[src/inc/ast_pkg.sv]
// Function
// - rx_full_flag sets on good reception; clears by armed write-0 or holding read
// - overrun_flag sets on overrun; clears only by armed write-0
// - clearing rx_on leaves overrun_flag untouched
// - on overrun the older character stays; the new one is dropped
// - receiver stalls while overrun_flag or framing_flag is 1
// - framing_flag sets on bad stop bit; armed write-0 clears; rx_on ignored
// - only the first stop bit is checked for 1
// - framing error still loads receive_holding but leaves rx_full_flag alone
// - parity_error_flag clears only by armed write-0
// - writing 1 to a write-0-clear flag does nothing
// - transmit_holding resets to ff and is forced to ff in low-power modes
// - empty transmit_shifter takes the holding character and starts sending
// - waiting character follows the current frame with no idle gap
// - tx_buffer_empty_flag sets while tx_on is 0 and on each transfer
// - tx_buffer_empty_flag clears by armed write-0 or holding write
// - tx_on 0 holds the empty flag at 1; with tx_on 1 a holding write starts transmission
// - mp_bit_to_send is sent as the multiprocessor bit of each character
// - tx_complete_flag sets when tx_on is 0 or empty at last bit
// - tx_complete_flag clears by armed write-0 of empty flag or holding write
// - port control bit 4 picks general I/O or serial transmit output
// - transmit-empty and transmit-end requests follow their flags and enables
// - receive-full and receive-error requests follow their flags and enables
package ast_pkg;

	localparam int unsigned CLK_HZ    = 50_000_000;
	localparam int unsigned BAUD_RATE = 31_250;
	localparam logic [10:0] BIT_CYCLES  = 11'(CLK_HZ / BAUD_RATE);
	localparam logic [10:0] HALF_CYCLES = 11'(CLK_HZ / BAUD_RATE / 2);

	// register indices; byte address is four times the index
	localparam logic [15:0] IDX_PORT_CTRL = 16'hff91;
	localparam logic [15:0] IDX_MODE      = 16'hff98;
	localparam logic [15:0] IDX_CONTROL   = 16'hff9a;
	localparam logic [15:0] IDX_HOLDING   = 16'hff9b;
	localparam logic [15:0] IDX_STATUS    = 16'hff9c;
	localparam logic [15:0] IDX_RX_HOLD   = 16'hff9d;
	localparam int unsigned ADDR_W        = 18;

	localparam int unsigned BIT_PIN_SEL   = 4;
	localparam int unsigned BIT_PIN_INV   = 1;
	localparam int unsigned BIT_STOP_TWO  = 3;
	localparam int unsigned BIT_TX_IE     = 7;
	localparam int unsigned BIT_RX_IE     = 6;
	localparam int unsigned BIT_TX_ON     = 5;
	localparam int unsigned BIT_RX_ON     = 4;
	localparam int unsigned BIT_TX_COMPLETE_FLAG_IE   = 2;
	localparam int unsigned BIT_TX_BUFFER_EMPTY_FLAG      = 7;
	localparam int unsigned BIT_RX_FULL_FLAG      = 6;
	localparam int unsigned BIT_OER       = 5;
	localparam int unsigned BIT_FER       = 4;
	localparam int unsigned BIT_PER       = 3;
	localparam int unsigned BIT_TX_COMPLETE_FLAG      = 2;
	localparam int unsigned BIT_MPBR      = 1;
	localparam int unsigned BIT_MP_BIT_TO_SEND      = 0;

	localparam logic [7:0] HOLDING_RESET = 8'hff;
	localparam logic [7:0] STATUS_RESET  = 8'h84;

	typedef struct packed {
		logic tx_empty;
		logic rx_full;
		logic overrun;
		logic framing;
		logic parity;
		logic tx_done;
		logic mp_rx;
		logic mp_tx;
	} ast_status_t;

	typedef struct packed {
		logic tx_empty_irq;
		logic tx_done_irq;
		logic rx_full_irq;
		logic rx_error_irq;
	} ast_irq_t;

	typedef enum logic [4:0] {
		LS_IDLE  = 5'b0_0001,
		LS_START = 5'b0_0010,
		LS_DATA  = 5'b0_0100,
		LS_MPB   = 5'b0_1000,
		LS_STOP  = 5'b1_0000
	} ast_line_t;

endpackage

[src/rtl/ast_serial.sv]
// The APB register port was chosen for this implementation.
`timescale 1ns/1ps
`default_nettype none
module ast_serial (
	input  wire logic                    mclk,
	input  wire logic                    rst_n,
	input  wire logic                    psel,
	input  wire logic                    penable,
	input  wire logic                    pwrite,
	input  wire logic [ast_pkg::ADDR_W-1:0] paddr,
	input  wire logic [31:0]             pwdata,
	output logic [31:0]                  prdata,
	output logic                         pready,
	output logic                         pslverr,
	input  wire logic                    low_power_req,
	input  wire logic                    serial_rx_in,
	input  wire logic                    gpio_dout,
	input  wire logic                    gpio_oe,
	output logic                         serial_tx_out,
	output logic                         serial_tx_oe,
	output ast_pkg::ast_irq_t            irq_out
);
	import ast_pkg::*;

	// ----------------------------------------
	// apb decode
	// ----------------------------------------
	function automatic logic [2:0] reg_sel(input logic [ADDR_W-1:0] a);
		logic [2:0] s;
		s = 3'd7;
		if (a[1:0] == 2'b00) begin
			unique case (a[ADDR_W-1:2])
				IDX_PORT_CTRL: s = 3'd0;
				IDX_MODE:      s = 3'd1;
				IDX_CONTROL:   s = 3'd2;
				IDX_HOLDING:   s = 3'd3;
				IDX_STATUS:    s = 3'd4;
				IDX_RX_HOLD:   s = 3'd5;
				default:       s = 3'd7;
			endcase
		end
		return s;
	endfunction

	logic [7:0]  port_ctrl_reg;
	logic [7:0]  mode_reg;
	logic [7:0]  control_reg;
	logic [7:0]  holding_reg;
	logic [7:0]  rx_hold_reg;
	ast_status_t status_reg;
	ast_status_t armed_reg;
	logic [31:0] prdata_reg;
	logic        pslverr_reg;
	ast_irq_t    irq_reg;

	logic [2:0] sel;
	logic       access;
	logic       wr;
	logic       rd;
	logic       tx_on;
	logic       rx_on;
	assign sel    = reg_sel(paddr);
	assign access = psel & penable;
	assign wr     = access & pwrite & (sel != 3'd7);
	assign rd     = access & ~pwrite;
	assign tx_on  = control_reg[BIT_TX_ON];
	assign rx_on  = control_reg[BIT_RX_ON];

	logic hold_wr;
	logic status_wr;
	logic rx_hold_rd;
	logic w0c_tx_buffer_empty_flag;
	logic w0c_rx_full_flag;
	logic w0c_oer;
	logic w0c_fer;
	logic w0c_per;
	assign hold_wr    = wr && sel == 3'd3;
	assign status_wr  = wr && sel == 3'd4;
	assign rx_hold_rd = rd && sel == 3'd5;
	// a zero written without an earlier read of one is ignored
	assign w0c_tx_buffer_empty_flag = status_wr & ~pwdata[BIT_TX_BUFFER_EMPTY_FLAG] & armed_reg.tx_empty;
	assign w0c_rx_full_flag = status_wr & ~pwdata[BIT_RX_FULL_FLAG] & armed_reg.rx_full;
	assign w0c_oer  = status_wr & ~pwdata[BIT_OER] & armed_reg.overrun;
	assign w0c_fer  = status_wr & ~pwdata[BIT_FER] & armed_reg.framing;
	assign w0c_per  = status_wr & ~pwdata[BIT_PER] & armed_reg.parity;

	// one wait-free access; read data is captured in the setup cycle
	assign pready  = 1'b1;
	assign prdata  = prdata_reg;
	assign pslverr = pslverr_reg;

	always_ff @(posedge mclk or negedge rst_n) begin
		if (!rst_n) begin
			prdata_reg  <= 32'h0000_0000;
			pslverr_reg <= 1'b0;
		end else if (psel && !penable) begin
			pslverr_reg <= (sel == 3'd7);
			unique case (sel)
				3'd0:    prdata_reg <= {24'h00_0000, port_ctrl_reg};
				3'd1:    prdata_reg <= {24'h00_0000, mode_reg};
				3'd2:    prdata_reg <= {24'h00_0000, control_reg};
				3'd3:    prdata_reg <= {24'h00_0000, holding_reg};
				3'd4:    prdata_reg <= {24'h00_0000, status_reg};
				3'd5:    prdata_reg <= {24'h00_0000, rx_hold_reg};
				default: prdata_reg <= 32'h0000_0000;
			endcase
		end
	end

	always_ff @(posedge mclk or negedge rst_n) begin
		if (!rst_n) begin
			port_ctrl_reg <= 8'h00;
			mode_reg      <= 8'h00;
			control_reg   <= 8'h00;
		end else if (wr) begin
			if (sel == 3'd0) port_ctrl_reg <= pwdata[7:0];
			if (sel == 3'd1) mode_reg <= pwdata[7:0];
			if (sel == 3'd2) control_reg <= pwdata[7:0];
		end
	end

	always_ff @(posedge mclk or negedge rst_n) begin
		if (!rst_n) begin
			holding_reg <= HOLDING_RESET;
		end else if (low_power_req) begin
			holding_reg <= HOLDING_RESET;
		end else if (hold_wr) begin
			holding_reg <= pwdata[7:0];
		end
	end

	// read-as-one arming, dropped by any status write
	always_ff @(posedge mclk or negedge rst_n) begin
		if (!rst_n) begin
			armed_reg <= '0;
		end else if (status_wr) begin
			armed_reg <= '0;
		end else if (rd && sel == 3'd4) begin
			armed_reg <= armed_reg | ast_status_t'(prdata_reg[7:0]);
		end
	end

	// ----------------------------------------
	// transmitter
	// ----------------------------------------
	ast_line_t  tx_state;
	logic [10:0] tx_baud;
	logic [3:0]  tx_bit;
	logic [7:0]  tx_shift;
	logic        tx_mpb;
	logic        tx_line;
	logic        tx_bit_end;
	logic        tx_last;
	logic        tx_load;
	assign tx_bit_end = (tx_baud == BIT_CYCLES - 11'd1);
	assign tx_last    = tx_state == LS_STOP && tx_bit_end && (tx_bit == 4'd1 || !mode_reg[BIT_STOP_TWO]);
	// next character goes straight in at the end of the last stop bit
	assign tx_load = tx_on && !status_reg.tx_empty && (tx_state == LS_IDLE || tx_last);

	always_ff @(posedge mclk or negedge rst_n) begin
		if (!rst_n) begin
			tx_state <= LS_IDLE;
			tx_baud  <= 11'd0;
			tx_bit   <= 4'd0;
			tx_shift <= 8'hff;
			tx_mpb   <= 1'b1;
		end else if (tx_load) begin
			tx_state <= LS_START;
			tx_baud  <= 11'd0;
			tx_bit   <= 4'd0;
			tx_shift <= holding_reg;
			tx_mpb   <= status_reg.mp_tx;
		end else if (tx_state == LS_IDLE) begin
			tx_baud <= 11'd0;
		end else if (!tx_bit_end) begin
			tx_baud <= tx_baud + 11'd1;
		end else begin
			tx_baud <= 11'd0;
			unique case (tx_state)
				LS_START: tx_state <= LS_DATA;
				LS_DATA: begin
					tx_shift <= {1'b1, tx_shift[7:1]};
					tx_bit   <= tx_bit + 4'd1;
					if (tx_bit == 4'd7) begin
						tx_state <= LS_MPB;
						tx_bit   <= 4'd0;
					end
				end
				LS_MPB:  tx_state <= LS_STOP;
				LS_STOP: begin
					tx_bit <= tx_bit + 4'd1;
					if (tx_last) tx_state <= LS_IDLE;
				end
				default: tx_state <= LS_IDLE;
			endcase
		end
	end

	always_comb begin
		unique case (tx_state)
			LS_START: tx_line = 1'b0;
			LS_DATA:  tx_line = tx_shift[0];
			LS_MPB:   tx_line = tx_mpb;
			default:  tx_line = 1'b1;
		endcase
	end

	// pin mux registered so the pin never glitches between roles
	always_ff @(posedge mclk or negedge rst_n) begin
		if (!rst_n) begin
			serial_tx_out <= 1'b1;
			serial_tx_oe  <= 1'b0;
		end else if (port_ctrl_reg[BIT_PIN_SEL]) begin
			serial_tx_out <= tx_line ^ port_ctrl_reg[BIT_PIN_INV];
			serial_tx_oe  <= 1'b1;
		end else begin
			serial_tx_out <= gpio_dout;
			serial_tx_oe  <= gpio_oe;
		end
	end

	// ----------------------------------------
	// receiver
	// ----------------------------------------
	ast_line_t   rx_state;
	logic [10:0] rx_baud;
	logic [3:0]  rx_bit;
	logic [7:0]  rx_shift;
	logic        rx_mpb;
	logic        rx_sample;
	logic        rx_done;
	logic        rx_stall;
	assign rx_sample = (rx_baud == BIT_CYCLES - 11'd1);
	// only the first stop bit is sampled; a second one is left to idle
	assign rx_done   = rx_state == LS_STOP && rx_sample;
	assign rx_stall  = status_reg.overrun | status_reg.framing;

	always_ff @(posedge mclk or negedge rst_n) begin
		if (!rst_n) begin
			rx_state <= LS_IDLE;
			rx_baud  <= 11'd0;
			rx_bit   <= 4'd0;
			rx_shift <= 8'h00;
			rx_mpb   <= 1'b0;
		end else if (!rx_on || rx_stall) begin
			rx_state <= LS_IDLE;
			rx_baud  <= 11'd0;
		end else begin
			unique case (rx_state)
				LS_IDLE: begin
					rx_baud <= 11'd0;
					if (!serial_rx_in) rx_state <= LS_START;
				end
				LS_START: begin
					rx_baud <= rx_baud + 11'd1;
					if (rx_baud == HALF_CYCLES - 11'd1) begin
						rx_baud  <= 11'd0;
						rx_bit   <= 4'd0;
						rx_state <= serial_rx_in ? LS_IDLE : LS_DATA;
					end
				end
				LS_DATA: begin
					rx_baud <= rx_sample ? 11'd0 : rx_baud + 11'd1;
					if (rx_sample) begin
						rx_shift <= {serial_rx_in, rx_shift[7:1]};
						rx_bit   <= rx_bit + 4'd1;
						if (rx_bit == 4'd7) rx_state <= LS_MPB;
					end
				end
				LS_MPB: begin
					rx_baud <= rx_sample ? 11'd0 : rx_baud + 11'd1;
					if (rx_sample) begin
						rx_mpb   <= serial_rx_in;
						rx_state <= LS_STOP;
					end
				end
				LS_STOP: begin
					rx_baud <= rx_sample ? 11'd0 : rx_baud + 11'd1;
					if (rx_sample) rx_state <= LS_IDLE;
				end
				default: rx_state <= LS_IDLE;
			endcase
		end
	end

	logic rx_frame_err;
	logic rx_overrun;
	logic rx_good;
	assign rx_frame_err = rx_done && !serial_rx_in;
	assign rx_overrun   = rx_done && serial_rx_in && status_reg.rx_full;
	assign rx_good      = rx_done && serial_rx_in && !status_reg.rx_full;

	always_ff @(posedge mclk or negedge rst_n) begin
		if (!rst_n) begin
			rx_hold_reg <= 8'h00;
		end else if (rx_good || rx_frame_err) begin
			rx_hold_reg <= rx_shift;
		end
	end

	// ----------------------------------------
	// status flags; a hardware set beats a clear
	// ----------------------------------------
	always_ff @(posedge mclk or negedge rst_n) begin
		if (!rst_n) begin
			status_reg <= ast_status_t'(STATUS_RESET);
		end else begin
			if (!tx_on || tx_load) status_reg.tx_empty <= 1'b1;
			else if (hold_wr || w0c_tx_buffer_empty_flag) status_reg.tx_empty <= 1'b0;
			if (!tx_on || (tx_last && status_reg.tx_empty)) status_reg.tx_done <= 1'b1;
			else if (hold_wr || w0c_tx_buffer_empty_flag) status_reg.tx_done <= 1'b0;
			if (rx_good) status_reg.rx_full <= 1'b1;
			else if (w0c_rx_full_flag || rx_hold_rd) status_reg.rx_full <= 1'b0;
			if (rx_overrun) status_reg.overrun <= 1'b1;
			else if (w0c_oer) status_reg.overrun <= 1'b0;
			if (rx_frame_err) status_reg.framing <= 1'b1;
			else if (w0c_fer) status_reg.framing <= 1'b0;
			// no parity in multiprocessor format, so only the clear acts
			if (w0c_per) status_reg.parity <= 1'b0;
			if (rx_good || rx_frame_err) status_reg.mp_rx <= rx_mpb;
			if (status_wr) status_reg.mp_tx <= pwdata[BIT_MP_BIT_TO_SEND];
		end
	end

	// ----------------------------------------
	// request lines
	// ----------------------------------------
	always_ff @(posedge mclk or negedge rst_n) begin
		if (!rst_n) begin
			irq_reg <= '0;
		end else begin
			irq_reg.tx_empty_irq <= status_reg.tx_empty & control_reg[BIT_TX_IE];
			irq_reg.tx_done_irq  <= status_reg.tx_done & control_reg[BIT_TX_COMPLETE_FLAG_IE];
			irq_reg.rx_full_irq  <= status_reg.rx_full & control_reg[BIT_RX_IE];
			irq_reg.rx_error_irq <= (status_reg.overrun | status_reg.framing | status_reg.parity)
				& control_reg[BIT_RX_IE];
		end
	end
	assign irq_out = irq_reg;

endmodule // ast_serial
`default_nettype wire

[config.mk]
export PLATFORM = sky130hd
export DESIGN_NAME = ast_serial
export DESIGN_NICKNAME = d
export VERILOG_FILES = /design/src/inc/ast_pkg.sv /design/src/rtl/ast_serial.sv
export SDC_FILE = /design/constraint.sdc
export NUM_CORES = 1
export LEC_CHECK = 0
export BUFFER_PORTS_ARGS = -buffer_cell sky130_fd_sc_hd__buf_2
export CAP_MARGIN = 20
export CORE_MARGIN = 4
export CORE_UTILIZATION = 24
export CTS_BUF_LIST = sky130_fd_sc_hd__clkbuf_2
export DETAILED_ROUTE_END_ITERATION = 7
export GPL_ROUTABILITY_DRIVEN = 0
export GPL_TIMING_DRIVEN = 0
export SKIP_CTS_REPAIR_TIMING = 1
export SYNTH_ARGS = -nofsm -noshare
export SYNTH_HDL_FRONTEND = slang
export SYNTH_SLANG_ARGS = --single-unit
[constraint.sdc]
create_clock -name mclk -period 4.2 [get_ports mclk]
set_input_delay 0.21 -clock mclk [delete_from_list [all_inputs] [get_ports mclk]]
set_output_delay 0.21 -clock mclk [all_outputs]
set_load 0.005 [all_outputs]
==> out/results.ini, run 1 <==
[run_status]
status=finished, final reports clean

[cts]
cts_buffer_depth=2
cts_tree=done
h-tree-depth=4
cts.sinks=124
cts-root-buf=clkbuf_2
clock_latency_ps=700
path_clk_slew_ps=220
cts_buffers=17

[global_route]
grt_pass1_vias=4468
grtUsageTotal_pct=9.98
grt_max_degree=65
antenna_found_initial=1
gr-total-overflow=0
grt_pass1_wl_mm=24.2

[worst_setup_path]
cp-end-kind=register
r2r_setup_slack_ps=1720
cp-endpoint=rx_hold_reg[5]
cp-startpoint=rx_baud[6]
crit_chain=nor4b_1 -> nand4_1 -> or3_1 -> a21oi_4 -> mux2_2
critPathLaunchType=register
worstReg2RegStart=rx_baud[6]
worst_ep_required_time_ps=4770
critPathArrivalTime_ps=3050
critPathMaxFanout=9
critPathMaxStageDelay_ps=520
critical_path_class=register to register
timing.rr.end=rx_hold_reg[5]
reg2reg_depth=5
worst_path_max_delay_cell=or3_1

[timing]
worst_slew_pin_slew_ps=722
relSlewSlack_pct=51.5
drv_slew=0
timing.setup.tns_ps=0
finalClockSkew_ps=41.9
rsz0062_at_grt=false
period_minus_slack_ps=2480
setup_viol=0
hold_violations=0
period_share_pct=59.0
fmax_mhz=404
fin_ws_ps=1720

[synthesis]
yosys.area.top_type_share_pct=38.8
synth_seq_area_share_pct=47.6
synth_warnings=0
synth_common_cells=dfrtp_1, mux2_2, nand2_1, nor2_1, mux2i_1
syn_area_per_cell_um2=11.3
syn-instance-count=584
synth.most_common_cell=dfrtp_1
syn-cell-area_um2=6570
yosys_register_bits=124
yosys-top-cells-area=dfrtp_1, dfstp_2, mux2_2
synthFlopType=dfrtp_1
ys_types=78
synth_edf_count=0
yosys.area.top_type=dfrtp_1
async_flop_share_pct=100

[die]
pin_count=99
rows=60
dieWidth_um=173
core_um2=27000
start_util_pct=24.4
die_h_um=173
dieArea_um2=30100

[drt]
drc=0
first_iter_violations=242
drt_pass1_iterations=5
ant_nets=0
avgViaCountPerCell=4.46
vias=4689
drt-total-wl_mm=14.8
route.detailed.wl_per_inst_um=14.1

[pwr]
fin_total_pwr_uw=2110
p_leak_uw=0.00363
power_density_nw_per_um2=270
vdd_drop_max_v=0.000133

[cells_and_area]
fin_util_pct=29.0
areaGrowthSynthToFinish_pct=19.0
largestRegisters=rx_baud (11), tx_baud (11)
nNetsFinal=760
layout-drive-gt1-share_pct=30.3
multi_input_area_um2=3210
register_area_um2=3130
n_fill_cell=2765

[job]
max-cap-violations=0

[min_path]
hold_class=primary input to asynchronous set/reset pin

[placement]
port-buffer-count=47
dpl.hpwl_mm=10.9
place_ws_ps=1630

## cells by family after synthesis
family / synth area share, %
simple gates: 19.7
flops: 47.6
compound gates: 11.3
mux: 13.6
buf+inv: 4.84
xor+xnor: 1.87
fa+ha+maj: 0.952
other cells: 0.114
## per-layer routing
metal	GRT usage (%)	wire length, um	up-vias
met5	0	0	-
met4	3.39	222	0
met3	2.99	629	14
met2	15.4	6870	71
met1	13.4	7100	2299
li1	-	-	2305
## worst max-delay path, delay by kind of cell (launching register included)
family,cells,cell delay (ps)
and+or+nand+nor,3,1220
muxes,1,370
DFF,1,480
AOI/OAI and AO/OA,1,310
## metrics by stage
| stage | std cells | area, um^2 | hold slack, ps |
|---|---|---|---|
| floorplan | 607 | 6660 | -85.6 |
| global placement | 995 | 7320 | 407 |
| detailed placement | 996 | 7350 | 253 |
| CTS | 1028 | 7600 | -562 |
| global route | 1051 | 7820 | -1.74 |
| finish | 1051 | 7820 | 37.8 |
## area by class of cell
cell class,count,share of cell area (%)
antenna,1,0.0320
clock inverter,13,1.94
sequential,124,40.0
timing repair buffer,70,6.25
inverter,10,0.480
multi-input combinational,434,41.0
buffer,39,3.58
clock buffer,19,1.22
tap,341,5.45
## worst min-delay path by stage
| stage | start | end | slack [ps] | cells after the start |
|---|---|---|---|---|
| after floorplan | rst_n | armed_reg[4] | -90 | 0 |
| after global placement | gpio_oe | serial_tx_oe | 410 | 2 |
| after detailed placement | rst_n | tx_baud[8] | 250 | 1 |
| after CTS | rst_n | tx_state[3] | -560 | 1 |
| after global routing | psel | prdata[5] | -2 | 4 |
| final | rst_n | irq_out[2] | 40 | 2 |
## power by group
group | internal, uW | total, uW | leakage, uW | switching [uW]
logic | 55.3 | 125 | 0.00187 | 69.2
registers | 1200 | 1200 | 0.00162 | 2.61
clock network | 331 | 785 | 0.000145 | 454
## placed cells by master, fill, tap and decap left out, types with 8 or more instances in the layout
cell / instances
nor2_1: 40
xnor2_1: 8
nand2b_1: 9
inv_1: 10
dfrtp_1: 102
dlygate4sd3_1: 22
nand3_1: 17
mux2i_1: 33
a21oi_1: 15
dfstp_2: 22
nand2_1: 42
nand4_1: 10
buf_4: 27
clkbuf_2: 19
buf_2: 48
a211o_1: 9
nor2b_1: 12
a31oi_1: 8
conb_1: 25
or3_1: 9
mux2_2: 46
and2_1: 8
and3_1: 11
o21ai_0: 23
Power figures use the tool's default switching activity.
==> run 2: changes to the inputs <==
Clock period 4.2 ns to 2 ns, I/O delays scaled along.
==> run 2 against run 1 <==
Against the previous run:
- the flow now finishes with violations (negative setup slack)
- sequential power is 110% higher
- hold slack better by 56 ps
- largest cell class unchanged
- non-clock buffer count is 32 higher
- first-iteration DRC count is 39% higher
- critical endpoint is now rx_state[2]
- wire length is 6.1% higher
- via count is 4.8% higher
- combinational power is 120% higher
- critical path depth is 1 higher
- fmax is 13% higher
- largest power group unchanged
- register-to-register slack worse by 1900 ps
==> out/results.ini, run 2 (same netlist as run 1, synthesis figures left out) <==
[drt]
drt-total-wl_mm=15.7
drt-met1-wl_mm=7.30
highest_layer=met4
ant_nets=0
vias=4912
wl_met3_um=571
route.detailed.wl_per_inst_um=14.5
drt_pass1_iterations=5
avgViaCountPerCell=4.53
met2WireLength_mm=7.64
drc=0
first_iter_violations=337

[global_route]
grt_pass1_wl_mm=24.6
gr-total-overflow=0
grtUsageTotal_pct=10.1
grt_max_degree=97
grt_pass1_vias=4637
antenna_found_initial=2

[worst_setup_path]
critPathMaxFanout=6
critical_path_class=register to register
cp-end-kind=register
worstReg2RegStart=rx_baud[6]
critPathLaunchType=register
timing.rr.end=rx_state[2]
worst_ep_required_time_ps=2600
r2r_setup_slack_ps=-200
critPathArrivalTime_ps=2790
reg2reg_depth=6

[pwr]
power_density_nw_per_um2=522
fin_total_pwr_uw=4370
p_leak_uw=0.00386
vdd_drop_max_v=0.000337

[cells_and_area]
layout_commonest_cell=dfrtp_1
largestRegisters=rx_baud (11), tx_baud (11)
final_cell_mix=dfrtp_1, buf_4, buf_2
nNetsFinal=792
stdcell_count=1084
areaGrowthSynthToFinish_pct=27.4
layout-drive-gt1-share_pct=37.9

[cts]
cts_buffers=17
cts_buffer_depth=2
h-tree-depth=4
cts-root-buf=clkbuf_2
path_clk_slew_ps=190
cts.sinks=124
cts_tree=done
clock_latency_ps=690

[timing]
timing.setup.tns_ps=-4780
fin_ws_ps=-197
setup_viol=46
drv_slew=0
period_minus_slack_ps=2200
fmax_mhz=455
relSlewSlack_pct=52.0
finalClockSkew_ps=43.2
period_share_pct=110
worst_slew_pin_slew_ps=715
rsz0062_at_grt=true
hold_violations=0

[job]
max-cap-violations=0

[die]
dieWidth_um=173
dieArea_um2=30100
start_util_pct=24.4
die_h_um=173
core_um2=27000
pin_count=99
rows=60

[placement]
port-buffer-count=47
placed_cells=996
place_ws_ps=-456
dpl.hpwl_mm=10.9

[run_status]
status=finished with violations
violations=negative setup slack

[min_path]
worstHoldEndpoint=armed_reg[7]
hold_class=primary input to register
holdPathStages=5
min_from=paddr[1]

## run 2: changes by cell type in the layout (fill, tap and decap cells not counted), sizes merged
cell         delta
inv             +1
bufinv          -1
clkinvlp        +2
dlygate4sd3     +2
clkbuf          -6
diode           +1
buf            +34
## run 2: worst max path at each step
stage | cells past startpoint | slack (ps) | start | to
2_1_floorplan | 6 | -70 | rx_baud[5] | rx_state[2]
3_3_place_gp | 1 | -910 | rst_n | rx_baud[3]
3_5_place_dp | 6 | -460 | paddr[4] | port_ctrl_reg[0]
4_1_cts | 6 | -420 | rx_baud[0] | rx_hold_reg[1]
5_1_grt | 6 | -270 | rx_baud[6] | rx_state[2]
6_report | 6 | -200 | rx_baud[6] | rx_state[2]
## run 2: worst max-delay path, cell delays in order (launching register included)
cell and delay [ps]:
dfrtp_2 490, or3_4 380, or3_4 350, a22oi_4 300, nand3_4 120, or3b_1 360, a21oi_1 130
## run 2: power breakdown
part | switching, uW | total (uW) | leakage [uW] | internal [uW]
sequential | 6.28 | 2530 | 0.00161 | 2520
combinational | 150 | 275 | 0.00212 | 124
clock | 998 | 1560 | 0.000132 | 565
## run 2: cell type report
| type | count | area [um^2] |
|---|---|---|
| buffer | 35 | 285 |
| sequential | 124 | 3140 |
| fill | 2734 | 18600 |
| antenna | 2 | 5.00 |
| clock buffer | 17 | 85.1 |
| timing repair buffer | 106 | 830 |
| multi-input combinational | 434 | 3420 |
| tap | 341 | 427 |
| inverter | 10 | 37.5 |
| clock inverter | 15 | 148 |
## run 2: per-layer routing
metal | vias up | global-route usage, %
met4 | 0 | 3.39
met1 | 2425 | 13.3
li1 | 2381 | -
met2 | 89 | 16.1
met3 | 17 | 2.66
met5 | - | 0
## run 2: per-stage QoR
stage	utilization (%)	hold slack (ps)	cell area, um^2
6_report	31.1	93.6	8370
5_1_grt	31.1	37.0	8370
4_1_cts	28.4	-830	7640
3_5_place_dp	27.5	-0.947	7410
3_3_place_gp	27.4	297	7380
2_1_floorplan	-	-196	6720
